<file path="src/include/irq_cfg_pkg.sv">
// Purpose: Shared constants and types for the interrupt enable/priority block
// Assumes: 8-bit special-function register port, single system clock
// Notes: Field order in the packed structs follows register bit order, MSB first
`default_nettype none
package irq_cfg_pkg;
  // Special-function addresses
  localparam logic [7:0] ENABLE_MAIN_ADDR = 8'hA8;
  localparam logic [7:0] PRIORITY_MAIN_ADDR = 8'hB8;
  localparam logic [7:0] ENABLE_EXT_ADDR = 8'hE6;
  // Values after reset
  localparam logic [7:0] ENABLE_MAIN_RESET = 8'h00;
  localparam logic [7:0] PRIORITY_MAIN_RESET = 8'h80;
  localparam logic [7:0] ENABLE_EXT_RESET = 8'h00;
  localparam logic [7:0] READ_UNMAPPED = 8'h00;
  // Bit-address split: upper bits pick the register, lower bits the bit
  localparam int BIT_SEL_W = 3;
  localparam int GATE_BIT = 7;
  localparam int RESERVED_PRIO_BIT = 7;
  localparam int NUM_SOURCES = 15;
  localparam int INDEX_W = 4;

  // Main enable register layout
  typedef struct packed {
    logic global_irq_gate;
    logic spi_irq_mask;
    logic timer2_irq_mask;
    logic uart_irq_mask;
    logic timer1_irq_mask;
    logic ext_irq1_mask;
    logic timer0_irq_mask;
    logic ext_irq0_mask;
  } enable_main_t;

  // Extended enable register layout
  typedef struct packed {
    logic timer3_irq_mask;
    logic comparator1_irq_mask;
    logic comparator0_irq_mask;
    logic counter_array_irq_mask;
    logic adc_done_irq_mask;
    logic adc_window_irq_mask;
    logic port_match_irq_mask;
    logic twowire_irq_mask;
  } enable_ext_t;

  // Pending flags raised by the peripherals
  typedef struct packed {
    logic timer3_flag;
    logic comparator1_flag;
    logic comparator0_flag;
    logic counter_array_flag;
    logic adc_done_flag;
    logic adc_window_flag;
    logic port_match_flag;
    logic twowire_flag;
    logic spi_flag;
    logic timer2_high_overflow_flag;
    logic timer2_low_overflow_flag;
    logic uart_flag;
    logic timer1_overflow_flag;
    logic ext_irq1_pin;
    logic timer0_overflow_flag;
    logic ext_irq0_pin;
  } irq_flags_t;

  // Special-function register access from the core
  typedef struct packed {
    logic [7:0] addr;
    logic byte_wr;
    logic rd;
    logic [7:0] wdata;
    logic bit_wr;
    logic [7:0] bit_addr;
    logic bit_val;
  } sfr_req_t;

  // Whole state of the controller
  typedef struct packed {
    enable_main_t ie;
    logic [6:0] ip;
    enable_ext_t eie;
    logic [7:0] rdata;
    logic hit;
    logic req;
    logic hi;
    logic [INDEX_W-1:0] idx;
    logic svc_low;
    logic svc_high;
    logic [NUM_SOURCES-1:0] pend;
  } ctl_state_t;
endpackage
`default_nettype wire

</file>
<file path="src/hw/first_set_enc.sv">
// Purpose: Finds the lowest-numbered set bit of a request vector
// Assumes: Purely combinational, used inside the clocked controller
// Notes: Lowest index wins, matching the fixed service order
`default_nettype none
module first_set_enc #(
  parameter int WIDTH = 15,
  parameter int IDX_W = 4
) (
  input wire logic [WIDTH-1:0] vec_i,
  output logic found_o,
  output logic [IDX_W-1:0] index_o
);
  initial
  begin
    if (WIDTH < 1 || (1 << IDX_W) < WIDTH)
      $error("first_set_enc: index too narrow for width");
  end

  // Scan from the top so the lowest set bit is left last
  always_comb
  begin
    found_o = 1'b0;
    index_o = '0;
    for (int i = WIDTH - 1; i >= 0; i--)
    begin
      if (vec_i[i])
      begin
        found_o = 1'b1;
        index_o = IDX_W'(i);
      end
    end
  end
endmodule
`default_nettype wire

</file>
<file path="src/hw/irq_enable_priority_regs.sv">
// Purpose: Interrupt enable and priority registers with two-level arbitration
// Assumes: Core writes bytes or single bits over the special-function port
// Notes: Extended sources have no priority register here and rank as low level
`default_nettype none
module irq_enable_priority_regs #(
  parameter int NUM_SRC = irq_cfg_pkg::NUM_SOURCES
) (
  input wire logic ref_clk_i,
  input wire logic resetn_i,
  input wire irq_cfg_pkg::sfr_req_t sfr_i,
  input wire irq_cfg_pkg::irq_flags_t flags_i,
  input wire logic vec_ack_i,
  input wire logic reti_i,
  output logic [7:0] sfr_rdata_o,
  output logic sfr_hit_o,
  output logic irq_req_o,
  output logic irq_high_o,
  output logic [irq_cfg_pkg::INDEX_W-1:0] irq_index_o,
  output logic [NUM_SRC-1:0] irq_pending_o,
  output logic svc_low_o,
  output logic svc_high_o
);
  initial
  begin
    if (NUM_SRC != irq_cfg_pkg::NUM_SOURCES)
      $error("irq_enable_priority_regs: source count is fixed by the register map");
  end

  irq_cfg_pkg::ctl_state_t state;
  irq_cfg_pkg::ctl_state_t next_state;
  logic [NUM_SRC-1:0] raw_pend;
  logic [NUM_SRC-1:0] src_mask;
  logic [NUM_SRC-1:0] src_level;
  logic [NUM_SRC-1:0] gated;
  logic [NUM_SRC-1:0] high_cand;
  logic [NUM_SRC-1:0] low_cand;
  logic high_found;
  logic low_found;
  logic [irq_cfg_pkg::INDEX_W-1:0] high_idx;
  logic [irq_cfg_pkg::INDEX_W-1:0] low_idx;
  logic [7:0] ie_bits;
  logic [7:0] ip_bits;
  logic [7:0] eie_bits;
  logic hit_ie_byte;
  logic hit_ip_byte;
  logic hit_eie_byte;
  logic hit_ie_bit;
  logic hit_ip_bit;
  // Width of the bit-number field inside a bit address
  localparam int BIT_SEL_W_LOCAL = irq_cfg_pkg::BIT_SEL_W;
  logic [BIT_SEL_W_LOCAL-1:0] bit_sel;

  // Raw pending flags in fixed service order
  always_comb
  begin
    raw_pend[0] = flags_i.ext_irq0_pin;
    raw_pend[1] = flags_i.timer0_overflow_flag;
    raw_pend[2] = flags_i.ext_irq1_pin;
    raw_pend[3] = flags_i.timer1_overflow_flag;
    raw_pend[4] = flags_i.uart_flag;
    raw_pend[5] = flags_i.timer2_low_overflow_flag | flags_i.timer2_high_overflow_flag;
    raw_pend[6] = flags_i.spi_flag;
    raw_pend[7] = flags_i.twowire_flag;
    raw_pend[8] = flags_i.port_match_flag;
    raw_pend[9] = flags_i.adc_window_flag;
    raw_pend[10] = flags_i.adc_done_flag;
    raw_pend[11] = flags_i.counter_array_flag;
    raw_pend[12] = flags_i.comparator0_flag;
    raw_pend[13] = flags_i.comparator1_flag;
    raw_pend[14] = flags_i.timer3_flag;
  end

  // Per-source mask bits from both enable registers
  always_comb
  begin
    src_mask[0] = state.ie.ext_irq0_mask;
    src_mask[1] = state.ie.timer0_irq_mask;
    src_mask[2] = state.ie.ext_irq1_mask;
    src_mask[3] = state.ie.timer1_irq_mask;
    src_mask[4] = state.ie.uart_irq_mask;
    src_mask[5] = state.ie.timer2_irq_mask;
    src_mask[6] = state.ie.spi_irq_mask;
    src_mask[7] = state.eie.twowire_irq_mask;
    src_mask[8] = state.eie.port_match_irq_mask;
    src_mask[9] = state.eie.adc_window_irq_mask;
    src_mask[10] = state.eie.adc_done_irq_mask;
    src_mask[11] = state.eie.counter_array_irq_mask;
    src_mask[12] = state.eie.comparator0_irq_mask;
    src_mask[13] = state.eie.comparator1_irq_mask;
    src_mask[14] = state.eie.timer3_irq_mask;
  end

  // Level of each source; extended sources rank low
  always_comb
  begin
    src_level = '0;
    src_level[0] = state.ip[0];
    src_level[1] = state.ip[1];
    src_level[2] = state.ip[2];
    src_level[3] = state.ip[3];
    src_level[4] = state.ip[4];
    src_level[5] = state.ip[5];
    src_level[6] = state.ip[6];
  end

  // Gate and masks decide what reaches arbitration
  always_comb
  begin
    if (state.ie.global_irq_gate)
      gated = raw_pend & src_mask;
    else
      gated = '0;
    high_cand = gated & src_level;
    low_cand = gated & ~src_level;
  end

  // Lowest order number wins within each level
  first_set_enc #(
    .WIDTH(NUM_SRC),
    .IDX_W(irq_cfg_pkg::INDEX_W)
  ) u_high_enc (
    .vec_i(high_cand),
    .found_o(high_found),
    .index_o(high_idx)
  );

  first_set_enc #(
    .WIDTH(NUM_SRC),
    .IDX_W(irq_cfg_pkg::INDEX_W)
  ) u_low_enc (
    .vec_i(low_cand),
    .found_o(low_found),
    .index_o(low_idx)
  );

  // Register images as software reads them
  always_comb
  begin
    ie_bits = state.ie;
    ip_bits = {1'b1, state.ip};
    eie_bits = state.eie;
  end

  // Address decode for byte and bit access
  always_comb
  begin
    bit_sel = sfr_i.bit_addr[BIT_SEL_W_LOCAL-1:0];
    hit_ie_byte = (sfr_i.addr == irq_cfg_pkg::ENABLE_MAIN_ADDR);
    hit_ip_byte = (sfr_i.addr == irq_cfg_pkg::PRIORITY_MAIN_ADDR);
    hit_eie_byte = (sfr_i.addr == irq_cfg_pkg::ENABLE_EXT_ADDR);
    hit_ie_bit = (sfr_i.bit_addr[7:BIT_SEL_W_LOCAL]
                  == irq_cfg_pkg::ENABLE_MAIN_ADDR[7:BIT_SEL_W_LOCAL]);
    hit_ip_bit = (sfr_i.bit_addr[7:BIT_SEL_W_LOCAL]
                  == irq_cfg_pkg::PRIORITY_MAIN_ADDR[7:BIT_SEL_W_LOCAL]);
  end

  // Next-state logic: writes, read capture, service tracking, arbitration
  always_comb
  begin
    logic [7:0] new_ie;
    logic [7:0] new_ip;
    logic svc_l;
    logic svc_h;
    new_ie = ie_bits;
    new_ip = ip_bits;
    svc_l = state.svc_low;
    svc_h = state.svc_high;
    next_state = state;

    // Byte writes
    if (sfr_i.byte_wr && hit_ie_byte)
      new_ie = sfr_i.wdata;
    if (sfr_i.byte_wr && hit_ip_byte)
      new_ip = sfr_i.wdata;
    if (sfr_i.byte_wr && hit_eie_byte)
      next_state.eie = sfr_i.wdata;

    // Single-bit writes; the extended register has no bit access
    if (sfr_i.bit_wr && hit_ie_bit)
      new_ie[bit_sel] = sfr_i.bit_val;
    if (sfr_i.bit_wr && hit_ip_bit)
      new_ip[bit_sel] = sfr_i.bit_val;

    next_state.ie = new_ie;
    next_state.ip = new_ip[6:0];

    // Read data is captured one edge after the strobe
    next_state.hit = 1'b0;
    next_state.rdata = irq_cfg_pkg::READ_UNMAPPED;
    if (sfr_i.rd)
    begin
      if (hit_ie_byte)
      begin
        next_state.hit = 1'b1;
        next_state.rdata = ie_bits;
      end
      else if (hit_ip_byte)
      begin
        next_state.hit = 1'b1;
        next_state.rdata = ip_bits;
      end
      else if (hit_eie_byte)
      begin
        next_state.hit = 1'b1;
        next_state.rdata = eie_bits;
      end
    end

    // Return from service closes the innermost level first
    if (reti_i)
    begin
      if (svc_h)
        svc_h = 1'b0;
      else
        svc_l = 1'b0;
    end

    // Core taking the vector opens service at the granted level
    if (vec_ack_i && state.req)
    begin
      if (state.hi)
        svc_h = 1'b1;
      else
        svc_l = 1'b1;
    end
    next_state.svc_low = svc_l;
    next_state.svc_high = svc_h;

    // High may interrupt low service; nothing interrupts high service
    next_state.req = 1'b0;
    next_state.hi = 1'b0;
    next_state.idx = '0;
    if (high_found && !svc_h)
    begin
      next_state.req = 1'b1;
      next_state.hi = 1'b1;
      next_state.idx = high_idx;
    end
    else if (low_found && !svc_h && !svc_l)
    begin
      next_state.req = 1'b1;
      next_state.idx = low_idx;
    end

    // Pending view ignores masks and gate
    next_state.pend = raw_pend;
  end

  // State register
  always_ff @(posedge ref_clk_i or negedge resetn_i)
  begin
    if (!resetn_i)
    begin
      state.ie <= irq_cfg_pkg::ENABLE_MAIN_RESET;
      state.ip <= irq_cfg_pkg::PRIORITY_MAIN_RESET[6:0];
      state.eie <= irq_cfg_pkg::ENABLE_EXT_RESET;
      state.rdata <= irq_cfg_pkg::READ_UNMAPPED;
      state.hit <= 1'b0;
      state.req <= 1'b0;
      state.hi <= 1'b0;
      state.idx <= '0;
      state.svc_low <= 1'b0;
      state.svc_high <= 1'b0;
      state.pend <= '0;
    end
    else
    begin
      state <= next_state;
    end
  end

  // Outputs straight from the state register
  always_comb
  begin
    sfr_rdata_o = state.rdata;
    sfr_hit_o = state.hit;
    irq_req_o = state.req;
    irq_high_o = state.hi;
    irq_index_o = state.idx;
    irq_pending_o = state.pend;
    svc_low_o = state.svc_low;
    svc_high_o = state.svc_high;
  end
endmodule
`default_nettype wire

</file>
<file path="config.mk">
export PLATFORM = sky130hd
export DESIGN_NAME = irq_enable_priority_regs
export DESIGN_NICKNAME = d
export VERILOG_FILES = /design/src/include/irq_cfg_pkg.sv /design/src/hw/first_set_enc.sv /design/src/hw/irq_enable_priority_regs.sv
export SDC_FILE = /design/constraint.sdc
export NUM_CORES = 1
export LEC_CHECK = 0
export BUFFER_PORTS_ARGS = -buffer_cell sky130_fd_sc_hd__buf_2
export CELL_PAD_IN_SITES_DETAIL_PLACEMENT = 1
export CELL_PAD_IN_SITES_GLOBAL_PLACEMENT = 2
export CORE_MARGIN = 1
export CORE_UTILIZATION = 29
export CTS_CLUSTER_DIAMETER = 50
export DETAILED_ROUTE_END_ITERATION = 10
export PLACE_DENSITY = 0.85
export SYNTH_ARGS = -nofsm -noshare
export SYNTH_HDL_FRONTEND = slang
export SYNTH_SLANG_ARGS = --single-unit
export TNS_END_PERCENT = 50
</file>
<file path="constraint.sdc">
create_clock -name ref_clk_i -period 1.6 [get_ports ref_clk_i]
set_input_delay 0.16 -clock ref_clk_i [delete_from_list [all_inputs] [get_ports ref_clk_i]]
set_output_delay 0.16 -clock ref_clk_i [all_outputs]
set_load 0.02 [all_outputs]
</file>
# Yosys cells after proc, flatten, opt, wreduce, memory -nomap -nowiden
# Index checks and enable logic that the tools add are counted.
# totals
reg_bits,55
wordCells,134
inputBits,48
# classes
n_bitwise,5
reduce_logical,12
n_eq_ne,5
n_lt_le_gt_ge,2
n_mux,85
# op_table
op,count
$mux 4,32
$mux 1,41
$mux 9,4
$and 15x15->15,2
$eq 8x8->1 const B,3
$mux 8,3
$bwmux 8,2
$and 15x7->15,1
$mux 15,1
$not 7->15,1
$eq 5x5->1 const B,2
$logic_and 1x1->1,10
$mux 7,1
$lt 3x4->1 const B,1
$demux 1 s3,1
$ge 3x1->1 const B,1
$logic_not 1->1,2
$or 1x1->1,1

# Depth between registers and ports, before layout
# depth
word_depth,23
ltp_mapped,8
depth_no_buf,6

# By module
# From an unflattened synthesis, not the netlist that was laid out.
# hier_totals
cells_unflattened,278
hier_area_um2,2802.7
# modules_own_cells
mod,cells_per_inst,instances,area_per_inst_um2
irq_enable_priority_regs,224,1,2482.4
first_set_enc,27,2,160.2

# Least setup slack after synthesis
# Ideal clock, no wire load.
# synth_timing
path_kind,register -> register
start,"register state, in the netlist ie_bits[7]"
end,"register state, in the netlist irq_index_o[1]"
arrival_time_ns,1.480
slack_ns,-0.007
stages_incl_launch_ff,8
n_path_buf,2
period_less_slack_ns,1.607
path_cell_list,dfrtp_1 > buf_2 > buf_2 > nand4b_1 > nand4_1 > or3_1 > nand4b_1 > o32ai_1
# synth_lines
item,line_no,text
"start, declared",irq_enable_priority_regs.sv:29,irq_cfg_pkg::ctl_state_t state;
"start signal, assigned",irq_enable_priority_regs.sv:268,state <= next_state;

==> impl_table.tex <==
\begin{tabular}{lr}
\hline
Metric & Value \\
\hline
\multicolumn{2}{l}{\textbf{Timing}} \\
\quad Final Hold Viols & 0 \\
\quad Post-route setup slack & -139 ps \\
\quad Slew margin rel. & 70.4\% \\
\quad RSZ-0062 raised after global routing & true \\
\quad Final-report max-slew violation count & 0 \\
\quad Worst-case clock skew & 7.79 ps \\
\quad Setup TNS & -414 ps \\
\quad Maximum achievable frequency & around 0.58 GHz \\
\quad Final-layout worst hold slack & roughly 21 ps \\
\quad Final setup violating endpoints & 5 \\
\quad Final worst path period share & 109\% \\
\quad Final Critical Period & 1740 ps \\
\quad Worst-margin pin slew & 441 ps \\
\multicolumn{2}{l}{\textbf{Placement}} \\
\quad Final Wtd Congestion & approximately 0.84 \\
\quad Cell Count Post-Placement & $\sim$480 \\
\quad Placed wire-length estimate & between 6000 and 7000 um \\
\quad Worst setup timing slack at the placement stage & -251 ps \\
\quad Port Buffer Count & about 80 \\
\multicolumn{2}{l}{\textbf{Drt}} \\
\quad Final wirelength & 8700 um \\
\quad Total number of vias & 2,582 \\
\quad Number of design rule violations left after detail routing & 7 \\
\quad Average via count per standard cell & 5.10 \\
\quad TritonRoute pass-1 iters & 9 \\
\quad Routed wire per std cell & 17.2 um \\
\quad Antenna violation net count after detailed routing & 0 \\
\quad Starting DRT DRC Count & 96 \\
\multicolumn{2}{l}{\textbf{Synthesis}} \\
\quad Synth top area share & 51.0\% \\
\quad Number of flops mapped to enable cells by yosys & 0 \\
\quad Seq/Total Area, Yosys & 51.0\% \\
\quad Dominant cells by area after synthesis & dfrtp\_1 (51\%), mux2\_2 (7.5\%), mux2i\_1 (5.2\%) \\
\quad Mapped Nets & 297 \\
\quad Number of storage elements in the synthesis netlist & 55 \\
\quad Count of synthesis-stage warnings from yosys & 0 \\
\quad Share of async-settable or async-resettable flops after synthesis & 100\% \\
\quad Average cell area after synthesis & between 10 and 15 um\^{}2 \\
\quad Synthesized area & 2700 um\^{}2 \\
\quad Post-synthesis cell type with the largest combined area & dfrtp\_1 \\
\quad Most frequently used flop master after synthesis & dfrtp\_1 \\
\quad Gate count of the mapped netlist & 249 \\
\quad Yosys cell types & 47 \\
\multicolumn{2}{l}{\textbf{Setup path}} \\
\quad Ordered cell list for the critical path & buf\_6, o211a\_1, a21oi\_2, nand2\_2, or3\_4, nand4b\_1, o32ai\_2 \\
\quad Destination of the critical timing path & irq\_index\_o[1] \\
\quad Worst flop-to-flop path endpoint & irq\_index\_o[1] \\
\quad Source of the critical timing path & ie\_bits[7] \\
\quad WP data required & 1800 ps \\
\quad Top fanout value on the critical path & 6 \\
\quad Critical Path Sink Type & flip-flop \\
\quad Arrival time of data at the critical path endpoint & 1940 ps \\
\quad Delay of the slowest cell on the worst path & 480 ps \\
\quad Critical register-to-register path startpoint & ie\_bits[7] \\
\quad Register-to-Register Setup Slack & -140 ps \\
\quad Startpoint kind of the worst setup timing path & flip-flop \\
\quad Kind of critical path & flip-flop to flip-flop \\
\quad Total number of cells along the worst setup path & 7 \\
\quad Top delay family on crit path & simple AND/OR/NAND/NOR gates \\
\quad Cell with the largest stage delay on the worst path & dfrtp\_2 \\
\quad R2R cell count & 7 \\
\quad Number of buffer and inverter instances along the worst setup path & 1 \\
\multicolumn{2}{l}{\textbf{GRT}} \\
\quad Total global-route track usage & 19.0\% \\
\quad Wire length of the first global-routing pass & around 14,000 um \\
\quad Number of global-route vias before repair & 2,869 \\
\quad Grt ovf & 0 \\
\quad Pin count of the biggest net entering global routing & 56 \\
\quad Initial antenna violation count & 0 \\
\multicolumn{2}{l}{\textbf{Power and ir drop}} \\
\quad Power share of the clock group & 27.9\% \\
\quad Share of total power in sequential cells & 52.3\% \\
\quad Peak supply drop & 0.301 mV \\
\quad Total Power Consumption & about 3 mW \\
\quad Net switching power of the design & 0.862 mW \\
\quad Internal Pwr Total & 2.08 mW \\
\quad Comb power frac & between 10\% and 20\% \\
\quad Power per Cell Area & 753 nW/um\^{}2 \\
\quad Switch share & 29.3\% \\
\quad Standby leakage power & 2.03 nW \\
\multicolumn{2}{l}{\textbf{Die}} \\
\quad Initial core utilization & between 30\% and 40\% \\
\quad Die Outline Area & 9690 um\^{}2 \\
\quad Die height & 98.4 um \\
\quad Chip width & 98.4 um \\
\quad I/O pin cnt & 80 \\
\quad Core footprint & 8850 um\^{}2 \\
\quad Row count & 34 \\
\multicolumn{2}{l}{\textbf{Clocking}} \\
\quad Clock edge transition at the registers on the reported setup and hold paths & 110 ps \\
\quad TritonCTS clock tree & built \\
\quad Longest Clk Path Bufs & 2 \\
\quad Clock H-tree levels & 2 \\
\quad Worst skew pair latency & roughly 310 ps \\
\quad Root buf cell & clkbuf\_8 \\
\quad Number of buffers created by CTS & 5 \\
\quad Clock net sink count & 55 \\
\multicolumn{2}{l}{\textbf{Final layout}} \\
\quad N\_diodes & 0 \\
\quad Count of placed standard cells in the final layout, fillers left out & $\sim$510 \\
\quad Ratio of cells with drive above 1 in the final layout & 45.0\% \\
\quad \# nets final & approximately 450 \\
\quad Area growth from synthesis to layout & 44.9\% \\
\multicolumn{2}{l}{\textbf{Outcome}} \\
\quad Violated checks & design-rule violations, negative setup slack \\
\quad Outcome & complete, but fails checks \\
\multicolumn{2}{l}{\textbf{Hold path}} \\
\quad Type of the worst min-delay path & input port to flip-flop \\
\multicolumn{2}{l}{\textbf{Run}} \\
\quad Max cap viols & 0 \\
\hline
\end{tabular}
[layout make-up]
cell class | instances | area [um^2]
multi-input cells | 179 | 1300
clock inverters | 3 | 28.8
clock buffers | 5 | 68.8
fillers | 1045 | 4940
flip-flops and latches | 55 | 1380
well taps | 108 | 135
inverters | 8 | 30.0
repair buffers | 148 | 966
[metrics by stage]
stage               instance area [um^2]  util, %
floorplan                           2700        -
global placement                    3570     40.3
detailed placement                  3570     40.3
CTS                                 3860     43.6
global route                        3910     44.2
finish                              3910     44.2
[synth_stat cells (7+ instances only)]
| library cell | n |
|---|---|
| a22oi_1 | 8 |
| nor2_1 | 15 |
| nor2b_1 | 7 |
| mux2_2 | 18 |
| inv_1 | 8 |
| a21oi_1 | 9 |
| nand2_1 | 19 |
| dfrtp_1 | 55 |
| o21ai_0 | 17 |
| mux2i_1 | 14 |
| nand3_1 | 7 |
| nand4_1 | 11 |
[worst min path at each step]
| stage | start | endpoint | slack, ps | depth (start not counted) |
|---|---|---|---|---|
| 3_3_place_gp | resetn_i | irq_pending_o[13] | 180 | 2 |
| 3_5_place_dp | resetn_i | irq_pending_o[11] | 180 | 2 |
| 2_1_floorplan | resetn_i | eie_bits[0] | -140 | 0 |
| 5_1_grt | flags_i[3] | irq_pending_o[3] | 3 | 1 |
| 6_report | flags_i[3] | irq_pending_o[3] | 20 | 1 |
| 4_1_cts | flags_i[1] | irq_pending_o[1] | 0.3 | 1 |
[routing by layer]
| layer | track usage [%] | part of all wire [%] | wire length [um] | vias to the layer above |
|---|---|---|---|---|
| met5 | 0 | 0 | 0 | - |
| li1 | - | - | - | 1218 |
| met3 | 2.84 | 4.0 | 344 | 10 |
| met4 | 5.05 | 1.0 | 88 | 0 |
| met2 | 34.1 | 50 | 4360 | 69 |
| met1 | 23.7 | 45 | 3900 | 1285 |
[state kept, by name, indices dropped and copies added, names as in the netlist]
name           count
eie_bits           8
ie_bits            8
ip_bits            7
irq_high_o         1
irq_index_o        4
irq_pending_o     15
irq_req_o          1
sfr_hit_o          1
sfr_rdata_o        8
svc_high_o         1
svc_low_o          1
[power groups by stage]
stage / sequential, mW / combinational (mW) / clock, mW
floorplan: 1.58 / 0.197 / 0
global placement: 1.56 / 0.494 / 0
detailed placement: 1.57 / 0.509 / 0
CTS: 1.54 / 0.573 / 0.857
global route: 1.55 / 0.636 / 0.895
finish: 1.54 / 0.582 / 0.821
[cell families after synthesis]
kind of cell,Yosys count,share of synthesized area [%]
DFF,55,51.0
AOI/OAI and AO/OA,55,13.5
and+or+nand+nor,90,19.5
buffers and inverters,15,2.37
muxes,33,13.3
adders and majority gates,1,0.371
[cell usage in the layout, fill, tap and decap left out, types with 6 or more instances in the layout]
| cell type | Yosys | final |
|---|---|---|
| mux2i_1 | 14 | 14 |
| nand4_1 | 11 | 11 |
| mux2_2 | 18 | 18 |
| buf_4 | 1 | 53 |
| o21ai_0 | 17 | 16 |
| buf_2 | 3 | 79 |
| a21oi_1 | 9 | 8 |
| nand3_1 | 7 | 7 |
| nor2_1 | 15 | 14 |
| inv_1 | 8 | 8 |
| dlygate4sd3_1 | 0 | 13 |
| dfrtp_1 | 55 | 54 |
| a22oi_1 | 8 | 7 |
| nand2_1 | 19 | 18 |
| nor2b_1 | 7 | 7 |
| nand4b_1 | 6 | 6 |
[worst register-to-register path, stage by stage (launching register included)]
cell	delay (ps)
dfrtp_2	480
buf_6	140
o211a_1	130
a21oi_2	180
nand2_2	90
or3_4	380
nand4b_1	140
o32ai_2	90
[what timing repair did]
item / in CTS / in global routing
gates resized for setup: 11 / 5
pin swaps: 10 / 6
buffers inserted: 5 / 3
hold endpoints to repair: 66 / 1
hold buffers: 12 / 1
endpoints found under the setup margin: 6 / 6
No activity file was read; power rests on OpenSTA's default activity.
